File: src/include/hpma_map.svh
// Constants for the host port memory access block: codes, fields, resets
`ifndef HPMA_MAP_SVH
`define HPMA_MAP_SVH

// Host control code presented with each access
`define HPMA_CNTL_CTRL 2'h0
`define HPMA_CNTL_DATA_INC 2'h1
`define HPMA_CNTL_ADDR 2'h2
`define HPMA_CNTL_DATA 2'h3

// Control register field positions
`define HPMA_CTRL_TO_CPU_BIT 1
`define HPMA_CTRL_TO_HOST_BIT 2

// Word window of the dual access RAM that the host may reach
`define HPMA_RAM_LO 16'h0060
`define HPMA_RAM_HI 16'hffff

// Reset values
`define HPMA_ADDR_RST 16'h0000
`define HPMA_WORD_RST 16'h0000
`define HPMA_OE_N_RST 16'hffff

// Widths and depths
`define HPMA_PIN_SYNC_W 41
`define HPMA_CMD_W 33
`define HPMA_FIFO_DEPTH 8
`define HPMA_GPIO_W 8

`endif

File: src/include/hpma_pkg.sv
// Types shared by the host port memory access block
package hpma_pkg;

   // Host side access sequencer
   typedef enum logic [3:0] {
      HPMA_IDLE = 4'h1,
      HPMA_ISSUE = 4'h2,
      HPMA_WAIT = 4'h4,
      HPMA_HOLD = 4'h8
   } hpma_host_st_t;

   // RAM side executor
   typedef enum logic [1:0] {
      HPMA_EX_IDLE = 2'h1,
      HPMA_EX_RAM = 2'h2
   } hpma_exec_st_t;

endpackage

File: src/verilog/hpma_fifo.sv
// Command FIFO between the host sequencer and the RAM executor
`timescale 1ns/100ps

module hpma_fifo #(
   parameter int WIDTH = 33,
   parameter int DEPTH = 8
) (
   input wire logic ref_clk, // Block clock
   input wire logic sys_rst, // Synchronous reset, active high
   input wire logic in_valid, // Source offers a word
   output logic in_ready, // Room for a word
   input wire logic [WIDTH-1:0] in_data, // Word to store
   output logic out_valid, // A word is waiting
   input wire logic out_ready, // Sink takes the word
   output logic [WIDTH-1:0] out_data // Oldest word
);

   localparam int AW = $clog2(DEPTH);

   logic [WIDTH-1:0] mem_q [DEPTH];
   logic [AW-1:0] wr_ptr_q;
   logic [AW-1:0] rd_ptr_q;
   logic [AW:0] count_q;
   logic push;
   logic pop;

   // Full and empty come from the count, never from pointer compare
   assign in_ready = (count_q < (AW+1)'(DEPTH));
   assign out_valid = (count_q != '0);
   assign out_data = mem_q[rd_ptr_q];
   assign push = in_valid & in_ready;
   assign pop = out_valid & out_ready;

   // Storage, written at the write index
   always_ff @(posedge ref_clk) begin
      if (push) begin
         mem_q[wr_ptr_q] <= in_data;
      end
   end

   // Pointers wrap at the depth
   always_ff @(posedge ref_clk) begin
      if (sys_rst) begin
         wr_ptr_q <= '0;
         rd_ptr_q <= '0;
      end else begin
         if (push) begin
            wr_ptr_q <= (wr_ptr_q == AW'(DEPTH - 1)) ? '0 : wr_ptr_q + 1'b1;
         end
         if (pop) begin
            rd_ptr_q <= (rd_ptr_q == AW'(DEPTH - 1)) ? '0 : rd_ptr_q + 1'b1;
         end
      end
   end

   // Occupancy
   always_ff @(posedge ref_clk) begin
      if (sys_rst) begin
         count_q <= '0;
      end else if (push & ~pop) begin
         count_q <= count_q + 1'b1;
      end else if (pop & ~push) begin
         count_q <= count_q - 1'b1;
      end
   end

endmodule

File: src/verilog/hpma_host_port.sv
// Host port giving an external host word access to the dual access RAM
//
// Contract
// - Strap at reset picks plain or multiplexed
// - Plain mode: address pins 17:2, data 15:0
// - Plain mode disables the external memory interface
// - Multiplexed: data 7:0, strobe, byte select
// - Multiplexed mode keeps external memory interface running
// - Only the RAM window past CPU registers
// - Host addresses are word addresses
// - Sixteen bit address register with autoincrement
// - Ready output paces every host access
// - No RAM access while the CPU is reset
// - Host interrupt write never wakes idle CPU
// - CPU to host interrupt lives in control register
// - Several strobe inputs for glueless hosts
// - Unused host pins serve as general purpose inputs; driven spare pins output low, gpio_out is not used
`timescale 1ns/100ps
`include "hpma_map.svh"

module hpma_host_port (
   input wire logic ref_clk, // 50 MHz block clock
   input wire logic sys_rst, // Synchronous reset, active high
   input wire logic host_mode_strap_pin, // Low plain, high multiplexed
   input wire logic host_cs_n, // Host chip select
   input wire logic host_ds1_n, // Host data strobe one
   input wire logic host_ds2_n, // Host data strobe two
   input wire logic host_rw, // High read, low write
   input wire logic [1:0] host_cntl, // Access kind
   input wire logic host_ctrl_pin_zero, // Address strobe, low active
   input wire logic host_ctrl_pin_one, // Byte select in multiplexed mode
   input wire logic [17:2] par_addr_pin, // Parallel port address pins
   input wire logic [15:0] host_data_in, // Data pins, level seen
   output logic [15:0] host_data_out_q, // Data pins, driven level
   output logic [15:0] host_data_oe_n_q, // Data pins, low drives
   output logic host_ready_q, // Access done when high
   output logic host_int_n_q, // Interrupt to host, low active
   input wire logic cpu_in_reset, // CPU core held in reset
   input wire logic cpu_idle, // CPU core in idle
   input wire logic cpu_cpu_to_host_irq_bit_set, // CPU raises host interrupt, pulse
   input wire logic cpu_int_clr, // CPU takes its interrupt, pulse
   output logic cpu_int_q, // Host interrupt to CPU, level
   output logic external_memory_interface_enable_q, // External memory interface allowed
   output logic host_mux_mode_q, // Caught strap
   input wire logic [7:0] gpio_out, // Spare data pin levels, not used; driven spare pins output low
   input wire logic [7:0] gpio_dir, // Spare data pin drive enables
   output logic [9:0] gpio_in_q, // Spare pins seen
   output logic [9:0] gpio_avail_q, // Spare pins free for general use
   output logic ram_req_q, // RAM request, held until ack
   output logic ram_we_q, // RAM write
   output logic [15:0] ram_addr_q, // RAM word address
   output logic [15:0] ram_wdata_q, // RAM write word
   input wire logic [15:0] ram_rdata, // RAM read word, valid with ack
   input wire logic ram_ack // RAM done, one cycle
);

   ////////////////////////////////////////////////////////////////////
   // Helpers

   // Pick the byte named by the byte select
   function automatic logic [7:0] byte_pick(logic [15:0] w, logic hi);
      byte_pick = hi ? w[15:8] : w[7:0];
   endfunction

   // Replace one byte of a word
   function automatic logic [15:0] byte_merge(logic [15:0] w,
                                              logic [7:0] b, logic hi);
      byte_merge = hi ? {b, w[7:0]} : {w[15:8], b};
   endfunction

   ////////////////////////////////////////////////////////////////////
   // Pin synchronisers

   logic [`HPMA_PIN_SYNC_W-1:0] sync1_q;
   logic [`HPMA_PIN_SYNC_W-1:0] sync2_q;
   logic strap_s;
   logic cs_n_s;
   logic ds1_n_s;
   logic ds2_n_s;
   logic rw_s;
   logic [1:0] cntl_s;
   logic c0_s;
   logic c1_s;
   logic [15:0] addr_s;
   logic [15:0] din_s;

   // Two stages before any logic looks at a pin
   always_ff @(posedge ref_clk) begin
      sync1_q <= {host_mode_strap_pin, host_cs_n, host_ds1_n, host_ds2_n,
                  host_rw, host_cntl, host_ctrl_pin_zero, host_ctrl_pin_one,
                  par_addr_pin, host_data_in};
      sync2_q <= sync1_q;
   end

   assign {strap_s, cs_n_s, ds1_n_s, ds2_n_s, rw_s, cntl_s, c0_s, c1_s,
           addr_s, din_s} = sync2_q;

   ////////////////////////////////////////////////////////////////////
   // Mode strap

   // Caught while reset is held, so it never changes in operation
   always_ff @(posedge ref_clk) begin
      if (sys_rst) begin
         host_mux_mode_q <= strap_s;
         external_memory_interface_enable_q <= strap_s;
      end
   end

   ////////////////////////////////////////////////////////////////////
   // Access decode

   hpma_pkg::hpma_host_st_t hst_q;
   logic strobe;
   logic as_seen_q;
   logic [1:0] as_cntl_q;
   logic as_bil_q;
   logic [1:0] acc_cntl;
   logic acc_hi;
   logic [7:0] acc_byte;

   // Any data strobe with chip select starts an access
   assign strobe = ~cs_n_s & ~(ds1_n_s & ds2_n_s);

   // Address strobe, when used, freezes kind and byte select early
   always_ff @(posedge ref_clk) begin
      if (sys_rst) begin
         as_seen_q <= 1'b0;
         as_cntl_q <= 2'h0;
         as_bil_q <= 1'b0;
      end else if (host_mux_mode_q & ~c0_s) begin
         as_seen_q <= 1'b1;
         as_cntl_q <= cntl_s;
         as_bil_q <= c1_s;
      end else if (hst_q == hpma_pkg::HPMA_HOLD & ~strobe) begin
         as_seen_q <= 1'b0;
      end
   end

   assign acc_cntl = as_seen_q ? as_cntl_q : cntl_s;
   assign acc_hi = as_seen_q ? as_bil_q : c1_s;
   assign acc_byte = din_s[7:0];

   ////////////////////////////////////////////////////////////////////
   // Host sequencer

   logic [15:0] addr_q;
   logic [15:0] wlatch_q;
   logic [15:0] rlatch_q;
   logic read_q;
   logic hi_q;
   logic inc_q;
   logic cmd_valid_q;
   logic [`HPMA_CMD_W-1:0] cmd_q;
   logic cmd_ready;
   logic done;
   logic [15:0] done_data;
   logic to_cpu_q;
   logic to_host_q;
   logic [15:0] ctrl_word;
   logic host_ctrl_wr;
   logic [15:0] ctrl_wdata;
   logic start;

   assign ctrl_word = {13'h0000, to_host_q, to_cpu_q, 1'b0};
   // The port waits out a CPU reset with ready low
   assign start = (hst_q == hpma_pkg::HPMA_IDLE) & strobe &
      ~cpu_in_reset;

   // One access at a time; ready rises only when the word is done
   always_ff @(posedge ref_clk) begin
      if (sys_rst) begin
         hst_q <= hpma_pkg::HPMA_IDLE;
         host_ready_q <= 1'b0;
         read_q <= 1'b0;
         hi_q <= 1'b0;
         inc_q <= 1'b0;
         cmd_valid_q <= 1'b0;
         cmd_q <= '0;
         host_data_out_q <= `HPMA_WORD_RST;
      end else begin
         unique case (hst_q)
            hpma_pkg::HPMA_IDLE: begin
               host_ready_q <= 1'b0;
               read_q <= rw_s;
               hi_q <= acc_hi;
               inc_q <= 1'b0;
               if (start) begin
                  if (acc_cntl == `HPMA_CNTL_CTRL) begin
                     host_data_out_q <= host_mux_mode_q ?
                        {8'h00, byte_pick(ctrl_word, acc_hi)} : ctrl_word;
                     hst_q <= hpma_pkg::HPMA_HOLD;
                  end else if (acc_cntl == `HPMA_CNTL_ADDR) begin
                     host_data_out_q <= host_mux_mode_q ?
                        {8'h00, byte_pick(addr_q, acc_hi)} : addr_q;
                     hst_q <= hpma_pkg::HPMA_HOLD;
                  end else if (~host_mux_mode_q) begin
                     // Plain mode: full word, address from the pins
                     // unless the autoincrement kind is used
                     cmd_q <= {~rw_s,
                        (acc_cntl == `HPMA_CNTL_DATA) ? addr_s : addr_q,
                        din_s};
                     inc_q <= (acc_cntl == `HPMA_CNTL_DATA_INC);
                     cmd_valid_q <= 1'b1;
                     hst_q <= hpma_pkg::HPMA_ISSUE;
                  end else if (rw_s & ~acc_hi) begin
                     // First byte of a read fetches the whole word
                     cmd_q <= {1'b0, addr_q, `HPMA_WORD_RST};
                     cmd_valid_q <= 1'b1;
                     hst_q <= hpma_pkg::HPMA_ISSUE;
                  end else if (rw_s) begin
                     // Second byte of a read is served from the latch
                     host_data_out_q <= {8'h00, byte_pick(rlatch_q, 1'b1)};
                     inc_q <= (acc_cntl == `HPMA_CNTL_DATA_INC);
                     hst_q <= hpma_pkg::HPMA_HOLD;
                  end else if (acc_hi) begin
                     // Second byte of a write commits the word
                     cmd_q <= {1'b1, addr_q,
                        byte_merge(wlatch_q, acc_byte, 1'b1)};
                     inc_q <= (acc_cntl == `HPMA_CNTL_DATA_INC);
                     cmd_valid_q <= 1'b1;
                     hst_q <= hpma_pkg::HPMA_ISSUE;
                  end else begin
                     hst_q <= hpma_pkg::HPMA_HOLD;
                  end
               end
            end
            hpma_pkg::HPMA_ISSUE: begin
               // Held here while the FIFO is full
               if (cmd_ready) begin
                  cmd_valid_q <= 1'b0;
                  hst_q <= hpma_pkg::HPMA_WAIT;
               end
            end
            hpma_pkg::HPMA_WAIT: begin
               if (done) begin
                  host_data_out_q <= host_mux_mode_q ?
                     {8'h00, byte_pick(done_data, hi_q)} : done_data;
                  hst_q <= hpma_pkg::HPMA_HOLD;
               end
            end
            hpma_pkg::HPMA_HOLD: begin
               host_ready_q <= strobe;
               inc_q <= 1'b0;
               if (~strobe) begin
                  hst_q <= hpma_pkg::HPMA_IDLE;
               end
            end
         endcase
      end
   end

   // Address register: host loads it, data accesses may step it
   always_ff @(posedge ref_clk) begin
      if (sys_rst) begin
         addr_q <= `HPMA_ADDR_RST;
      end else if (start & ~rw_s & acc_cntl == `HPMA_CNTL_ADDR) begin
         addr_q <= host_mux_mode_q ? byte_merge(addr_q, acc_byte, acc_hi)
            : din_s;
      end else if (hst_q == hpma_pkg::HPMA_HOLD & inc_q) begin
         addr_q <= addr_q + 16'h0001;
      end
   end

   // Byte latches for the multiplexed mode
   always_ff @(posedge ref_clk) begin
      if (sys_rst) begin
         wlatch_q <= `HPMA_WORD_RST;
         rlatch_q <= `HPMA_WORD_RST;
      end else begin
         if (start & ~rw_s & acc_cntl[0] & host_mux_mode_q) begin
            wlatch_q <= byte_merge(wlatch_q, acc_byte, acc_hi);
         end
         if (done) begin
            rlatch_q <= done_data;
         end
      end
   end

   // Data pins drive during a read hold; spare pin drive enables follow gpio_dir
   always_ff @(posedge ref_clk) begin
      if (sys_rst) begin
         host_data_oe_n_q <= `HPMA_OE_N_RST;
      end else begin
         host_data_oe_n_q[7:0] <=
            {8{~(hst_q == hpma_pkg::HPMA_HOLD & read_q & strobe)}};
         host_data_oe_n_q[15:8] <= host_mux_mode_q ? ~gpio_dir
            : {8{~(hst_q == hpma_pkg::HPMA_HOLD & read_q & strobe)}};
      end
   end

   ////////////////////////////////////////////////////////////////////
   // Spare pins

   // Plain mode frees the strobe and byte select pins; the
   // multiplexed mode frees the upper data pins
   always_ff @(posedge ref_clk) begin
      if (sys_rst) begin
         gpio_in_q <= 10'h000;
         gpio_avail_q <= 10'h000;
      end else begin
         gpio_in_q <= {c1_s, c0_s, din_s[15:8]};
         gpio_avail_q <= host_mux_mode_q ? 10'h0ff : 10'h300;
      end
   end

   ////////////////////////////////////////////////////////////////////
   // Control register interrupts

   assign host_ctrl_wr = start & ~rw_s & (acc_cntl == `HPMA_CNTL_CTRL);
   assign ctrl_wdata = host_mux_mode_q ?
      byte_merge(16'h0000, acc_byte, acc_hi) : din_s;

   // CPU to host flag: CPU sets, host clears by writing one; set wins
   always_ff @(posedge ref_clk) begin
      if (sys_rst) begin
         to_host_q <= 1'b0;
      end else if (cpu_cpu_to_host_irq_bit_set) begin
         to_host_q <= 1'b1;
      end else if (host_ctrl_wr & ctrl_wdata[`HPMA_CTRL_TO_HOST_BIT]) begin
         to_host_q <= 1'b0;
      end
   end

   // Host to CPU flag: host sets, CPU clears; set wins
   always_ff @(posedge ref_clk) begin
      if (sys_rst) begin
         to_cpu_q <= 1'b0;
      end else if (host_ctrl_wr & ctrl_wdata[`HPMA_CTRL_TO_CPU_BIT]) begin
         to_cpu_q <= 1'b1;
      end else if (cpu_int_clr) begin
         to_cpu_q <= 1'b0;
      end
   end

   // Idle CPU is never woken from here; the flag waits for it
   always_ff @(posedge ref_clk) begin
      if (sys_rst) begin
         cpu_int_q <= 1'b0;
         host_int_n_q <= 1'b1;
      end else begin
         cpu_int_q <= to_cpu_q & ~cpu_idle;
         host_int_n_q <= ~to_host_q;
      end
   end

   ////////////////////////////////////////////////////////////////////
   // Command FIFO and RAM executor

   logic fifo_valid;
   logic [`HPMA_CMD_W-1:0] fifo_data;
   logic fifo_take;
   logic in_window;
   hpma_pkg::hpma_exec_st_t ex_q;
   logic done_q;
   logic [15:0] done_data_q;

   hpma_fifo #(
      .WIDTH(`HPMA_CMD_W),
      .DEPTH(`HPMA_FIFO_DEPTH)
   ) u_fifo (
      .ref_clk(ref_clk),
      .sys_rst(sys_rst),
      .in_valid(cmd_valid_q),
      .in_ready(cmd_ready),
      .in_data(cmd_q),
      .out_valid(fifo_valid),
      .out_ready(fifo_take),
      .out_data(fifo_data)
   );

   // Executor stalls the FIFO while busy or while the CPU is reset
   assign fifo_take = (ex_q == hpma_pkg::HPMA_EX_IDLE) & ~cpu_in_reset &
      ~done_q;
   assign in_window = (fifo_data[31:16] >= `HPMA_RAM_LO) &
      (fifo_data[31:16] <= `HPMA_RAM_HI);
   assign done = done_q;
   assign done_data = done_data_q;

   // Out of window words read as zero and writes are dropped
   always_ff @(posedge ref_clk) begin
      if (sys_rst) begin
         ex_q <= hpma_pkg::HPMA_EX_IDLE;
         ram_req_q <= 1'b0;
         ram_we_q <= 1'b0;
         ram_addr_q <= `HPMA_ADDR_RST;
         ram_wdata_q <= `HPMA_WORD_RST;
         done_q <= 1'b0;
         done_data_q <= `HPMA_WORD_RST;
      end else begin
         done_q <= 1'b0;
         unique case (ex_q)
            hpma_pkg::HPMA_EX_IDLE: begin
               if (fifo_valid & fifo_take) begin
                  if (in_window) begin
                     ram_req_q <= 1'b1;
                     ram_we_q <= fifo_data[32];
                     ram_addr_q <= fifo_data[31:16];
                     ram_wdata_q <= fifo_data[15:0];
                     ex_q <= hpma_pkg::HPMA_EX_RAM;
                  end else begin
                     done_q <= 1'b1;
                     done_data_q <= `HPMA_WORD_RST;
                  end
               end
            end
            hpma_pkg::HPMA_EX_RAM: begin
               if (ram_ack) begin
                  ram_req_q <= 1'b0;
                  done_q <= 1'b1;
                  done_data_q <= ram_we_q ? ram_wdata_q : ram_rdata;
                  ex_q <= hpma_pkg::HPMA_EX_IDLE;
               end
            end
         endcase
      end
   end

endmodule
File: config.mk
export PLATFORM = sky130hd
export DESIGN_NAME = hpma_host_port
export DESIGN_NICKNAME = d
export VERILOG_FILES = /design/src/include/hpma_pkg.sv /design/src/verilog/hpma_fifo.sv /design/src/verilog/hpma_host_port.sv
export VERILOG_INCLUDE_DIRS = /design/src /design/src/include
export SDC_FILE = /design/constraint.sdc
export NUM_CORES = 1
export LEC_CHECK = 0
export BUFFER_PORTS_ARGS = -buffer_cell sky130_fd_sc_hd__clkbuf_2
export CAP_MARGIN = 20
export CORE_UTILIZATION = 45
export DETAILED_ROUTE_END_ITERATION = 10
export GPL_TIMING_DRIVEN = 0
export PLACE_DENSITY = 0.6
export SLEW_MARGIN = 20
export SYNTH_ARGS = -nofsm -noshare
export SYNTH_HDL_FRONTEND = slang
export SYNTH_HIERARCHICAL = 1
export SYNTH_SLANG_ARGS = --single-unit
File: constraint.sdc
create_clock -name ref_clk -period 5.25 [get_ports ref_clk]
set_input_delay 0.525 -clock ref_clk [delete_from_list [all_inputs] [get_ports ref_clk]]
set_output_delay 0.525 -clock ref_clk [all_outputs]
set_load 0.02 [all_outputs]
Yosys cells after proc, flatten, opt, wreduce, memory -nomap -nowiden
Memory sizes are Yosys's and may differ from the RTL's. A register that Yosys moved wholly into a read port is not among the register bits.
Cells that the tools add are included.
{ "word_totals": {"register_bits": 288, "output_inout_bits": 91, "mem_count": 1, "input_bits": 80, "latchBits": 0, "romBits": 0, "ramBits": 264} }
{ "mem_list": {"columns": ["name", "depth", "word_bits", "rd", "rd_ports_with_merged_regs", "write_ports", "line", "rtl"], "rows": [
  ["u_fifo.mem_q", 8, 33, 1, 1, 1, "hpma_fifo.sv:20", "logic [WIDTH-1:0] mem_q [DEPTH];"]
]} }
{ "op_classes": {"addsub": 5, "div": 0, "eq_ne": 30, "shift": 0, "bitwise": 41, "n_reduce_logical": 20, "magnitude_cmp": 3, "n_mux": 89, "n_mul": 0} }
{ "op_table": {"columns": ["operator", "n"], "rows": [
  ["$mux W16", 18],
  ["$mux W33", 4],
  ["$pmux W16 S2", 2],
  ["$mux W4", 12],
  ["$mux W1", 30],
  ["$and A1 B1 Y1", 25],
  ["$mux W3", 8],
  ["$mux W8", 3],
  ["$add A16 B1 Y16 const B", 1],
  ["$ge A16 B7 Y1 const B", 1],
  ["$le A16 B16 Y1 const B", 1],
  ["$ne A2 B2 Y1 const B", 8],
  ["$pmux W4 S4", 1],
  ["$reduce_bool A2 Y1", 8],
  ["$not A1 Y1", 15],
  ["$ne A4 B2 Y1 const B", 3],
  ["$reduce_and A6 Y1", 2],
  ["$mux W10", 1],
  ["$pmux W1 S2", 5],
  ["$reduce_and A3 Y1", 3],
  ["$mux W2", 4],
  ["$ne A4 B3 Y1 const B", 2],
  ["$not A8 Y8", 1],
  ["$reduce_and A7 Y1", 1],
  ["other kinds (20)", 29]
]} }

Logic depth before layout (Yosys ltp)
Gate-level depths: netlist (run 1).
{ "depth": {"ltp_word": 10, "ltp_mapped": 11, "depth_no_buf": 9} }

Cells and area by module
Netlist (run 1), hierarchy kept.
{ "modules_own_cells": {"columns": ["mod", "instances", "seq_area_each_um2", "cells_each", "area_per_inst_um2"], "rows": [
  ["hpma_fifo", 1, 8187.9, 457, 10577.6],
  ["hpma_host_port", 1, 5094.9, 1037, 9726.8]
]} }

Least setup slack after synthesis (run 1)
No wires, ideal clock.
{ "synth_path": {"path_type": "reg2reg", "start": "reg u_fifo.count_q[3]", "end": "mem u_fifo.mem_q[0][0] (enable)", "setup_slack_ps": 966, "n_path_buf": 1, "stages_incl_launch_ff": 4, "synth_period_minus_slack_ps": 4284, "setup_ps": 506, "required_ps": 4744, "arrival_time_ps": 3779, "cell_sequence": "dfxtp_1 > nand2b_1 > clkbuf_1 > nor4_1"} }
{ "synth_via": {"elab_chain_cells": 4} }
{ "synth_rtl": {"columns": ["item", "line", "rtl"], "rows": [
  ["start, declared", "hpma_fifo.sv:23", "logic [AW:0] count_q;"],
  ["start signal, assigned", "hpma_fifo.sv:61", "count_q <= count_q + 1'b1;"],
  ["start signal, assigned", "hpma_fifo.sv:63", "count_q <= count_q - 1'b1;"],
  ["$lt A4 B4 Y1", "hpma_fifo.sv:28", "assign in_ready = (count_q < (AW+1)'(DEPTH));"],
  ["$and A1 B1 Y1", "hpma_fifo.sv:31", "assign push = in_valid & in_ready;"],
  ["$mux W1", "hpma_fifo.sv:36", "if (push) begin"],
  ["$mux W1 (not written as such)", "hpma_fifo.sv:37", "mem_q[wr_ptr_q] <= in_data;"],
  ["end, declared", "hpma_fifo.sv:20", null]
]} }
No other way between the ends.

==> results of run 1 <==
[sequential cells by signal (all words and copies together) (netlist names), 4 cells and up, named ones only]
register          count
ram_wdata_q          16
wlatch_q              8
done_data            16
host_data_oe_n_q      9
addr_q               16
cmd_q                33
sync1_q              41
sync2_q              41
hst_q                 4
ram_addr_q           16
gpio_in_q            10
u_fifo/count_q        4
rlatch_q              8
u_fifo/mem_q        264
host_data_out_q      16
[per-stage QoR]
step	setup TNS [ps]	hold slack [ps]	utilization (%)
after floorplan	0	310	-
after global placement	-143740	310	49.3
after detailed placement	0	312	50.2
after CTS	0	1.01	55.2
after global routing	0	1.67	55.3
final	0	18.9	55.3
[area by class of cell]
cell class	count	area [sq um]	area share, %
flip-flops and latches	531	13300	54.2
multi-input cells	842	6440	26.3
clock buffers	76	1550	6.32
repair buffers	232	1540	6.27
well taps	592	741	3.02
plain buffers	107	582	2.37
clock inverters	29	315	1.29
inverters	14	52.6	0.214
[cell families (layout without fill, tap and decap cells)]
family                     Yosys count  count (layout)
DFF                                531             531
and+or+nand+nor                    398             398
AOI/OAI and AO/OA                  256             256
muxes                              175             175
buffers and inverters              121             458
adders and majority gates           10              10
xor gates and xnor gates             3               3
[power by group through the flow]
| stage | Clock, uW | Sequential (uW) | Combinational [uW] |
|---|---|---|---|
| after global routing | 4220 | 4640 | 1360 |
| final | 3970 | 4620 | 1250 |
| after CTS | 4050 | 4620 | 1270 |
| after detailed placement | 0 | 4710 | 1240 |
| after global placement | 0 | 4710 | 1230 |
| after floorplan | 0 | 4730 | 822 |
[worst min path at each step]
stage / depth (start not counted) / from / slack, ps / to
after floorplan: 0 / sync1_q[0] / 310 / sync2_q[0]
after global placement: 0 / sync1_q[9] / 310 / sync2_q[9]
after detailed placement: 0 / sync1_q[39] / 310 / sync2_q[39]
after CTS: 1 / par_addr_pin[10] / 1 / sync1_q[24]
after global routing: 1 / par_addr_pin[17] / 2 / sync1_q[31]
final: 1 / par_addr_pin[17] / 20 / sync1_q[31]
[cells in the mapped netlist, types with 3 or more instances]
master | number | area [sq um]
o22ai_1 | 5 | 31.3
o21a_1 | 4 | 30.0
clkbuf_1 | 53 | 199
nor4b_1 | 3 | 26.3
or3_1 | 8 | 50.1
nand2b_1 | 22 | 138
mux4_2 | 59 | 1330
mux2i_1 | 55 | 551
ha_1 | 9 | 113
dfxtp_1 | 266 | 5330
buf_1 | 6 | 22.5
a211o_1 | 3 | 26.3
a211oi_2 | 17 | 213
nor3_1 | 17 | 85.1
buf_2 | 14 | 70.1
a31oi_1 | 9 | 56.3
nand2_1 | 152 | 571
mux2_2 | 54 | 608
nand4_1 | 10 | 62.6
a311oi_1 | 5 | 43.8
a211oi_1 | 22 | 165
edfxtp_1 | 265 | 7960
nand3_1 | 22 | 110
o31ai_1 | 3 | 22.5
o21ai_0 | 52 | 260
nor2b_1 | 13 | 81.3
a21oi_1 | 102 | 510
mux4_1 | 7 | 184
nor4_1 | 8 | 50.1
nor3b_1 | 6 | 45.0
buf_6 | 7 | 78.8
o32a_1 | 5 | 50.1
a21o_1 | 3 | 22.5
inv_1 | 13 | 48.8
nor2_1 | 110 | 413
buf_4 | 25 | 188
and3_1 | 8 | 50.1
a311oi_2 | 3 | 45.0
[metal layers]
layer | track usage (%) | up-vias
met4 | 9.43 | 0
met2 | 39.2 | 366
li1 | - | 6151
met1 | 30.7 | 6588
met3 | 2.75 | 97
met5 | 0 | -
[timing repair]
action | 4_1_cts | 5_1_grt
hold buffers | 39 | 1
setup endpoints to repair | 0 | 0
endpoints found under the hold margin | 39 | 1
[layout by cell type (no fill, tap or decap), types with 6 or more instances in the layout]
master	instances
dfxtp_1	266
edfxtp_1	265
clkbuf_2	162
nand2_1	152
nor2_1	107
a21oi_1	102
clkbuf_1	68
mux4_2	59
clkbuf_16	58
mux2i_1	55
mux2_2	54
o21ai_0	52
buf_4	40
dlygate4sd3_1	40
a211oi_1	22
nand3_1	22
nand2b_1	22
buf_2	19
a211oi_2	17
nor3_1	13
nor2b_1	13
inv_1	13
clkinv_1	12
buf_6	12
nand4_1	10
a31oi_1	9
ha_1	9
or3_1	8
and3_1	8
clkinv_2	8
nor4_1	7
mux4_1	7
buf_1	6
nor3b_1	6
bufinv_16	6
==> impl_results.md, run 1 <==
* Reg power frac at 47.0%
* Clock Power Share at 40.3%
* Ant diodes at 0
* Worst-path cell chain: clkbuf_1, mux4_2, mux2_2, a211oi_1, nand3_1, nand3_1, clkbuf_1, nand2_1, a21oi_1
* Number of I/O pins at 171
* Layout Skew at 19.8 ps
* Met2 Wirelength at 25.9 mm
* Least-Margin Pin Slew at 982 ps
* RSZ-0062 raised after global routing: no
* FFs w/ async S/R, synth at 0%
* Crit start category: register
* CP Capture Point: ram_addr_q[14]
* Vias/cell at 5.45
* Clk slew on worst S/H paths at 60 ps
* Total core area at 0.0443 sq mm
* Final #Nets at 1,874
* Mux contribution to synthesized area at 13.2%
* Die width at 214 microns
* CP Capture Type: register
* Syn Nets at 1,584
* Routed met3 length at 1.96 mm
* Drt total wl at 52.7 mm
* # DRC at 0
* Post-cts resize count at 0
* Die Area at 0.0460 sq mm
* Placer Congestion at 0.929
* Post-Synthesis Cells at 1,494
* Result of the run: finished clean
* Top Layer Used: met4
* Critical path class: reg2reg
* Initial antenna violation count at 0
* Count of final setup violators at 0
* 1st-pass router iterations at 5
* Final Hold Viols at 0
* Post-route ant nets at 0
* Hold Crit Class: in2reg
* Worst EP required at 5780 ps
* Placed Area at 0.0222 sq mm
* H-tree Lvls at 2
* Synth warn at 6
* CTS tree: built
* Via count at 13,200
* Vias in the first global route at 13,500
* Maxcap violations at 0
* Fmax at 0.268 GHz
* Clock Tree Buf Depth at 3
* GR Overflow Total at 0
* Row count at 77
* Synth cell types at 74
* Compound-Gate Fraction of Synth Area at 8.31%
* DP HPWL at 38.1 mm
* Main synth FF type: dfxtp_1
* Crit path DAT at 4250 ps
* Sequential area share after synthesis at 65.4%
* Gr usage total at 23.3%
* Period utilization at 71.0%
* Global-route wire length before repair at 80.8 mm
* Pin count of the biggest net entering global routing at 19
* CP peak stage delay at 650 ps
* Syn Area/Cell at 13.6 sq um
* R2r endpoint: ram_addr_q[14]
* Final setup margin at 1520 ps
* CP Depth at 9
* Tmin final at 3730 ps
* Average wire per standard cell at 21.7 microns
* Count of buffer and inverter cells on the critical path at 2
* Final Instance Area at 0.0245 sq mm
* Cell Pwr Density at 402 mW/mm^2
* Post-synthesis simple-gate area fraction at 9.21%
* Die Y at 214 microns
* Slowest cell on the critical path: clkbuf_1
* Detailed Route Iter0 Violations at 1,068
* Post-synth EDFFs at 265
* Root buf cell: clkbuf_16
* Fill cells at 3,688
* Sw Share at 24.8%
* Synthesized area at 0.0203 sq mm
* NetSw at 2440 uW
* Minimum setup slack among reg-to-reg paths at 1520 ps
* Adder-cell share of the synthesized area at 0.653%
* CTS Sinks at 531
* Share of layout cells above drive strength 1 at 25.8%
* Initial Util at 45.8%
* Inst Count DP at 2,278
* Area growth syn-to-layout at 20.7%
* Final Non-Filler Cells at 2,423
* Wl on met1 at 23.0 mm
* Dpl ws at 1440 ps
* Post-Synth XOR/XNOR Area at 0.129%
* Post-CTS Setup Bufs at 0
* Cts bufs inserted at 56
* Port buffer count at 162
* Top delay family on crit path: buffers and inverters
* Worst Path Max Fanout at 10
* Internal power at 7400 uW
* Overall power at 9840 uW
* Combinational family with the most area after synthesis: multiplexers
* R2R cell count at 9
* VDD IR max at 0.000260 V
* Leak at 0.00868 uW
* Clk Latency, worst-skew pair at 620 ps
* Combinational power share at 12.7%
* Final max-slew violation count at 0
* Relative slew slack at 34.4%
* Number of synthesized register bits at 531
No activity file was read; power rests on OpenSTA's default activity.
==> run 2: changes to the inputs <==
--- a/config.mk
+++ b/config.mk
@@ -11,7 +11,7 @@
 export CORE_UTILIZATION = 45
 export DETAILED_ROUTE_END_ITERATION = 10
 export GPL_TIMING_DRIVEN = 0
-export PLACE_DENSITY = 0.6
+export PLACE_DENSITY = 0.62
 export SLEW_MARGIN = 20
 export SYNTH_ARGS = -nofsm -noshare
 export SYNTH_HDL_FRONTEND = slang
==> constraint.sdc (replaced) <==
create_clock -name ref_clk -period 3.2 [get_ports ref_clk]
set_input_delay 0.32 -clock ref_clk [delete_from_list [all_inputs] [get_ports ref_clk]]
set_output_delay 0.32 -clock ref_clk [all_outputs]
set_load 0.02 [all_outputs]
==> impl_results.md, run 2 (same netlist as run 1, synthesis figures left out) <==
* Biggest regs: u_fifo/mem_q: 264 flops, sync1_q: 41 flops, sync2_q: 41 flops (unchanged)
* Placed Area at 0.0223 sq mm (was 0.0222 sq mm)
* CP Depth at 11 (was 9)
* Drt total wl at 53.2 mm (was 52.7 mm)
* CTS Sinks at 531 (unchanged)
* Combinational power share at 13.5% (was 12.7%)
* Met2 Wirelength at 25.7 mm (was 25.9 mm)
* Post-route ant nets at 0 (unchanged)
* Clock Power Share at 38.6% (was 40.3%)
* Placer Congestion at 0.905 (was 0.929)
* Sw Share at 25.4% (was 24.8%)
* Reg power frac at 47.9% (was 47.0%)
* Worst EP required at 3650 ps (was 5780 ps)
* Commonest non-fill, non-tap cells in the layout: 265 x dfxtp_1, 265 x edfxtp_1, 168 x clkbuf_2, 152 x nand2_1, 107 x nor2_1 (was 266 x dfxtp_1, 265 x edfxtp_1, 162 x clkbuf_2, 152 x nand2_1, 107 x nor2_1)
* Root buf cell: clkbuf_16 (unchanged)
* Crit path DAT at 3520 ps (was 4250 ps)
* Top Layer Used: met5 (was met4)
* 1st-pass router iterations at 5 (unchanged)
* DP HPWL at 38.4 mm (was 38.1 mm)
* Worst-path cell chain: buf_12, buf_8, mux4_1, mux2_2, a211oi_2, nand3_4, nor2b_1, buf_2, clkbuf_4, nand2_1, a21oi_1 (was clkbuf_1, mux4_2, mux2_2, a211oi_1, nand3_1, nand3_1, clkbuf_1, nand2_1, a21oi_1)
* Top delay family on crit path: multiplexers (was buffers and inverters)
* Average wire per standard cell at 21.9 microns (was 21.7 microns)
* Gr usage total at 23.3% (about the same)
* Final #Nets at 1,881 (was 1,874)
* Final setup margin at 126 ps (was 1520 ps)
* Total core area at 0.0443 sq mm (unchanged)
* Layout Skew at 22.8 ps (was 19.8 ps)
* CP Capture Type: register (unchanged)
* Share of layout cells above drive strength 1 at 26.4% (was 25.8%)
* Result of the run: finished clean (unchanged)
* CP peak stage delay at 550 ps (was 650 ps)
* NetSw at 4020 uW (was 2440 uW)
* Detailed Route Iter0 Violations at 930 (was 1,068)
* Count of buffer and inverter cells on the critical path at 4 (was 2)
* Final Hold Viols at 0 (unchanged)
* Dpl ws at -527 ps (was 1440 ps)
* Cts bufs inserted at 53 (was 56)
* Global-route wire length before repair at 80.3 mm (was 80.8 mm)
* Area growth syn-to-layout at 21.1% (was 20.7%)
* Die Y at 214 microns (unchanged)
* Initial antenna violation count at 1 (was 0)
* Minimum setup slack among reg-to-reg paths at 130 ps (was 1520 ps)
* Largest register by flop count: u_fifo/mem_q (unchanged)
* Clk slew on worst S/H paths at 60 ps (about the same)
* Tmin final at 3070 ps (was 3730 ps)
* Count of final setup violators at 0 (unchanged)
* Clock Tree Buf Depth at 3 (unchanged)
* Fmax at 0.325 GHz (was 0.268 GHz)
* Internal power at 11,800 uW (was 7400 uW)
* Vias in the first global route at 13,100 (was 13,500)
* Fill cells at 3,675 (was 3,688)
* CP Capture Point: ram_wdata_q[0] (was ram_addr_q[14])
* Period utilization at 96.1% (was 71.0%)
* H-tree Lvls at 2 (unchanged)
* Routed met3 length at 3.32 mm (was 1.96 mm)
* Final max-slew violation count at 0 (unchanged)
* Post-CTS Setup Bufs at 0 (unchanged)
* Crit start category: register (unchanged)
* Maxcap violations at 0 (unchanged)
* Via count at 13,200 (about the same)
* Least-Margin Pin Slew at 1000 ps (was 982 ps)
* VDD IR max at 0.000444 V (was 0.000260 V)
* Pin count of the biggest net entering global routing at 20 (was 19)
* GR Overflow Total at 0 (unchanged)
* Vias/cell at 5.46 (was 5.45)
* Critical path class: reg2reg (unchanged)
* CTS tree: built (unchanged)
* Port buffer count at 162 (unchanged)
* R2R cell count at 11 (was 9)
* Die width at 214 microns (unchanged)
* Slowest cell on the critical path: mux4_1 (was clkbuf_1)
* # DRC at 0 (unchanged)
* Leak at 0.00868 uW (about the same)
* Relative slew slack at 33.1% (was 34.4%)
* Row count at 77 (unchanged)
* Wl on met1 at 22.6 mm (was 23.0 mm)
* Cell Pwr Density at 644 mW/mm^2 (was 402 mW/mm^2)
* R2r endpoint: ram_wdata_q[0] (was ram_addr_q[14])
* Die Area at 0.0460 sq mm (unchanged)
* Number of flip-flops in the largest register at 264 (unchanged)
* Clk Latency, worst-skew pair at 600 ps (was 620 ps)
* Worst Path Max Fanout at 10 (unchanged)
* Final Instance Area at 0.0246 sq mm (was 0.0245 sq mm)
* Hold Crit Class: in2reg (unchanged)
* Initial Util at 45.8% (unchanged)
* Number of I/O pins at 171 (unchanged)
## run 2: cell count changes in the layout (fill, tap and decap cells not counted), sizes merged
cell / before / now
buf: 83 / 81
clkbuf: 291 / 286
bufinv: 6 / 4
dlygate4sd1: 1 / 0
diode: 0 / 1
dlygate4sd3: 40 / 52
clkinvlp: 0 / 2
## run 2: worst min path at each step
stage / to / cells past startpoint / slack (ps) / from
finish: ram_req_q / 4 / 110 / ram_ack
CTS: ram_req_q / 4 / 80 / ram_ack
floorplan: sync2_q[0] / 0 / 310 / sync1_q[0]
global placement: sync2_q[40] / 0 / 310 / sync1_q[40]
detailed placement: sync2_q[14] / 0 / 310 / sync1_q[14]
global route: done_data[2] / 4 / 120 / ram_rdata[2]
## run 2: timing repair
action                                  4_1_cts  5_1_grt
hold buffers                                 52        0
endpoints found under the setup margin       51       32
hold endpoints to repair                     52        0
pin swaps                                     1        1
gates resized for setup                      24        5
## run 2: cell type report
type | count | area (sq um) | area share (%)
Antenna cell | 1 | 2.50 | 0.0102
Buffer | 107 | 617 | 2.51
Clock buffer | 70 | 1440 | 5.86
Clock inverter | 29 | 274 | 1.11
Inverter | 14 | 52.6 | 0.214
Multi-Input combinational cell | 842 | 6520 | 26.5
Sequential cell | 531 | 13300 | 54.0
Tap cell | 592 | 741 | 3.01
Timing Repair Buffer | 242 | 1670 | 6.79
## run 2: power by group through the flow
| stage | logic (uW) | registers [uW] | clock network, uW |
|---|---|---|---|
| 4_1_cts | 2150 | 7590 | 6210 |
| 3_5_place_dp | 2050 | 7730 | 0 |
| 6_report | 2140 | 7590 | 6110 |
| 5_1_grt | 2320 | 7620 | 6500 |
| 3_3_place_gp | 2020 | 7720 | 0 |
| 2_1_floorplan | 1350 | 7750 | 0 |
## run 2: routing by layer
metal | global-route usage [%] | up-vias
met2 | 38.4 | 434
li1 | - | 6155
met5 | 0 | -
met1 | 30.7 | 6564
met4 | 8.31 | 2
met3 | 4.54 | 90
## run 2: stage by stage
step                cells  util (%)  hold WS, ps  TNS [ps]  power [uW]
floorplan            1494         -          310    -22140        9100
global placement     2248      49.3          311   -488400        9740
detailed placement   2276      50.2          312    -17700        9780
CTS                  2427      55.4         84.7         0       15900
global route         2427      55.5          122     -3.52       16400
finish               2428      55.5          112         0       15800
## run 2: tightest hold or removal path, cell delays in order
cell and delay, ps:
clkbuf_2 110, inv_1 50, nor2_1 50, nor3_1 130
==> run 3: changes to the inputs <==
==> constraint.sdc (replaced) <==
create_clock -name ref_clk -period 2.49 [get_ports ref_clk]
set_input_delay 0.249 -clock ref_clk [delete_from_list [all_inputs] [get_ports ref_clk]]
set_output_delay 0.249 -clock ref_clk [all_outputs]
set_load 0.02 [all_outputs]
==> impl_results.md, run 3 (same netlist as run 1, synthesis figures left out) <==
* Result of the run: complete, but fails checks (was finished clean)
* Failing checks: negative setup slack
* Dpl ws at -1250 ps (was -527 ps)
* Cts bufs inserted at 54 (was 53)
* Vias in the first global route at 13,600 (was 13,100)
* VDD IR max at 0.000597 V (was 0.000444 V)
* Average wire per standard cell at 23.1 microns (was 21.9 microns)
* Global-route wire length before repair at 84.0 mm (was 80.3 mm)
* Clk Latency, worst-skew pair at 620 ps (was 600 ps)
* Gr usage total at 24.4% (was 23.3%)
* RSZ-0062 raised after global routing: yes
* Row count at 77 (unchanged)
* Final Util at 58.3% (was 55.5%)
* Placed Area at 0.0222 sq mm (was 0.0223 sq mm)
* Die Area at 0.0460 sq mm (unchanged)
* Period utilization at 113% (was 96.1%)
* Die Y at 214 microns (unchanged)
* R2R cell count at 12 (was 11)
* Number of flip-flops in the largest register at 264 (unchanged)
* Area growth syn-to-layout at 27.3% (was 21.1%)
* Hold Crit Class: in2reg (unchanged)
* Maxcap violations at 0 (unchanged)
* Via count at 13,700 (was 13,200)
* Cell Pwr Density at 847 mW/mm^2 (was 644 mW/mm^2)
* Crit start category: register (unchanged)
* Count of final setup violators at 52 (was 0)
* Fmax at 0.355 GHz (was 0.325 GHz)
* GR Overflow Total at 0 (unchanged)
* Relative slew slack at 29.9% (was 33.1%)
* Most common cell after layout, fill and taps aside: edfxtp_1
* Hold wc startpoint: ram_rdata[5] (was ram_ack)
* Layout Skew at 36.0 ps (was 22.8 ps)
* Placer Congestion at 0.894 (was 0.905)
* Root buf cell: clkbuf_16 (unchanged)
* Hold WS at 46.9 ps (was 112 ps)
* Final Instance Area at 0.0258 sq mm (was 0.0246 sq mm)
* Clock Tree Buf Depth at 3 (unchanged)
* Final Hold Viols at 0 (unchanged)
* Largest register by flop count: u_fifo/mem_q (unchanged)
* FF+latch area at 0.0133 sq mm (about the same)
* Clk slew on worst S/H paths at 60 ps (about the same)
* Top delay family on crit path: multiplexers (unchanged)
* Number of I/O pins at 171 (unchanged)
* Hold path endpoint: done_data[5] (was ram_req_q)
* Vias/cell at 5.54 (was 5.46)
* CP Capture Type: register (unchanged)
* CTS tree: built (unchanged)
* Count of buffer and inverter cells on the critical path at 5 (was 4)
* Minimum setup slack among reg-to-reg paths at -330 ps (was 130 ps)
* # DRC at 0 (unchanged)
* Biggest regs: u_fifo/mem_q: 264 flops, sync1_q: 41 flops, sync2_q: 41 flops (unchanged)
* Worst EP required at 3020 ps (was 3650 ps)
* Slowest cell on the critical path: mux4_2 (was mux4_1)
* Drt total wl at 56.9 mm (was 53.2 mm)
* Leak at 0.00930 uW (was 0.00868 uW)
* Port buffer count at 162 (unchanged)
* Least-Margin Pin Slew at 1050 ps (was 1000 ps)
* Hold Crit Depth at 4 (unchanged)
* Final #Nets at 1,920 (was 1,881)
* Final setup margin at -327 ps (was 126 ps)
* DP HPWL at 38.9 mm (was 38.4 mm)
* Initial antenna violation count at 0 (was 1)
* Die width at 214 microns (unchanged)
* Worst-path cell chain: buf_12, buf_12, mux4_2, mux2_4, nor4_4, nand3_2, buf_6, nand3_4, buf_12, clkbuf_16, nand2_4, a21oi_2 (was buf_12, buf_8, mux4_1, mux2_2, a211oi_2, nand3_4, nor2b_1, buf_2, clkbuf_4, nand2_1, a21oi_1)
* Worst Path Max Fanout at 8 (was 10)
* H-tree Lvls at 2 (unchanged)
* Ant diodes at 0 (was 1)
* CP peak stage delay at 500 ps (was 550 ps)
* Share of layout cells above drive strength 1 at 34.3% (was 26.4%)
* R2r endpoint: ram_addr_q[11] (was ram_wdata_q[0])
* Final max-slew violation count at 0 (unchanged)
* Pin count of the biggest net entering global routing at 21 (was 20)
* Total core area at 0.0443 sq mm (unchanged)
* Area of the multi-input gates at 0.00708 sq mm (was 0.00652 sq mm)
* Detailed Route Iter0 Violations at 1,182 (was 930)
* Initial Util at 45.8% (unchanged)
* Post-route ant nets at 0 (unchanged)
* Commonest non-fill, non-tap cells in the layout: 265 x edfxtp_1, 263 x dfxtp_1, 170 x clkbuf_2, 105 x nor2_1, 104 x nand2_1 (was 265 x dfxtp_1, 265 x edfxtp_1, 168 x clkbuf_2, 152 x nand2_1, 107 x nor2_1)
* Tmin final at 2820 ps (was 3070 ps)
* CTS Sinks at 531 (unchanged)
* Fill cells at 3,538 (was 3,675)
* Most used cell, CP: buf_12
* 1st-pass router iterations at 5 (unchanged)
* Crit path DAT at 3350 ps (was 3520 ps)
* Critical path class: reg2reg (unchanged)
## run 3: cell count changes in the layout (fill, tap and decap cells not counted), sizes merged
| cell | previous run | this run |
|---|---|---|
| buf | 81 | 117 |
| clkbuf | 286 | 292 |
| clkdlybuf4s15 | 0 | 1 |
| clkinv | 22 | 17 |
| diode | 1 | 0 |
| inv | 15 | 18 |
## run 3: per-stage QoR
step / TNS, ps / instances / total power [uW]
2_1_floorplan: -105680 / 1494 / 11800
3_3_place_gp: -591870 / 2248 / 12600
3_5_place_dp: -76300 / 2270 / 12600
4_1_cts: -12530 / 2439 / 21200
5_1_grt: -18250 / 2468 / 22600
6_report: -13790 / 2468 / 21900
## run 3: worst max-delay path by stage
stage | start | to | slack (ps) | depth (start not counted)
floorplan | u_fifo/count_q[3] | u_fifo/mem_q[2][0] | -930 | 3
global placement | cmd_valid_q | u_fifo/mem_q[2][13] | -3510 | 3
detailed placement | register | ram_addr_q[0] | -1250 | 10
CTS | register | ram_addr_q[0] | -300 | 11
global route | register | done_data[7] | -420 | 12
finish | register | ram_addr_q[11] | -330 | 12
## run 3: layout make-up
class,count,share of cell area (%)
multi-input cells,842,27.4
inverters,14,0.213
clock buffers,75,5.93
flip-flops and latches,531,51.4
well taps,592,2.87
repair buffers,283,8.26
clock inverters,27,1.09
plain buffers,104,2.82
## run 3: power by group
part | switching, uW | internal, uW | total, uW
Clock | 3470 | 4760 | 8220
Sequential | 341 | 9460 | 9800
Combinational | 1940 | 1940 | 3880
Total | 5750 | 16100 | 21900
## run 3: repair_timing
item | 4_1_cts | 5_1_grt
pin swaps | 8 | 61
endpoints found under the hold margin | 52 | 0
hold buffers | 52 | 0
gates cloned | 1 | 6
setup endpoints to repair | 153 | 152
setup buffers | 16 | 24
gates resized for setup | 56 | 152
## run 3: worst min-delay path, stage by stage
cell,delay (ps)
clkbuf_2,70
mux2_2,130
nand2_1,40
mux2i_1,110
## run 3: routing by layer
metal,global-route usage (%),routed length [microns],up-vias
met1,34.2,24900,6903
met5,0,0,-
li1,-,-,6238
met3,2.92,3200,93
met4,8.36,1650,0
met2,39.3,27200,449
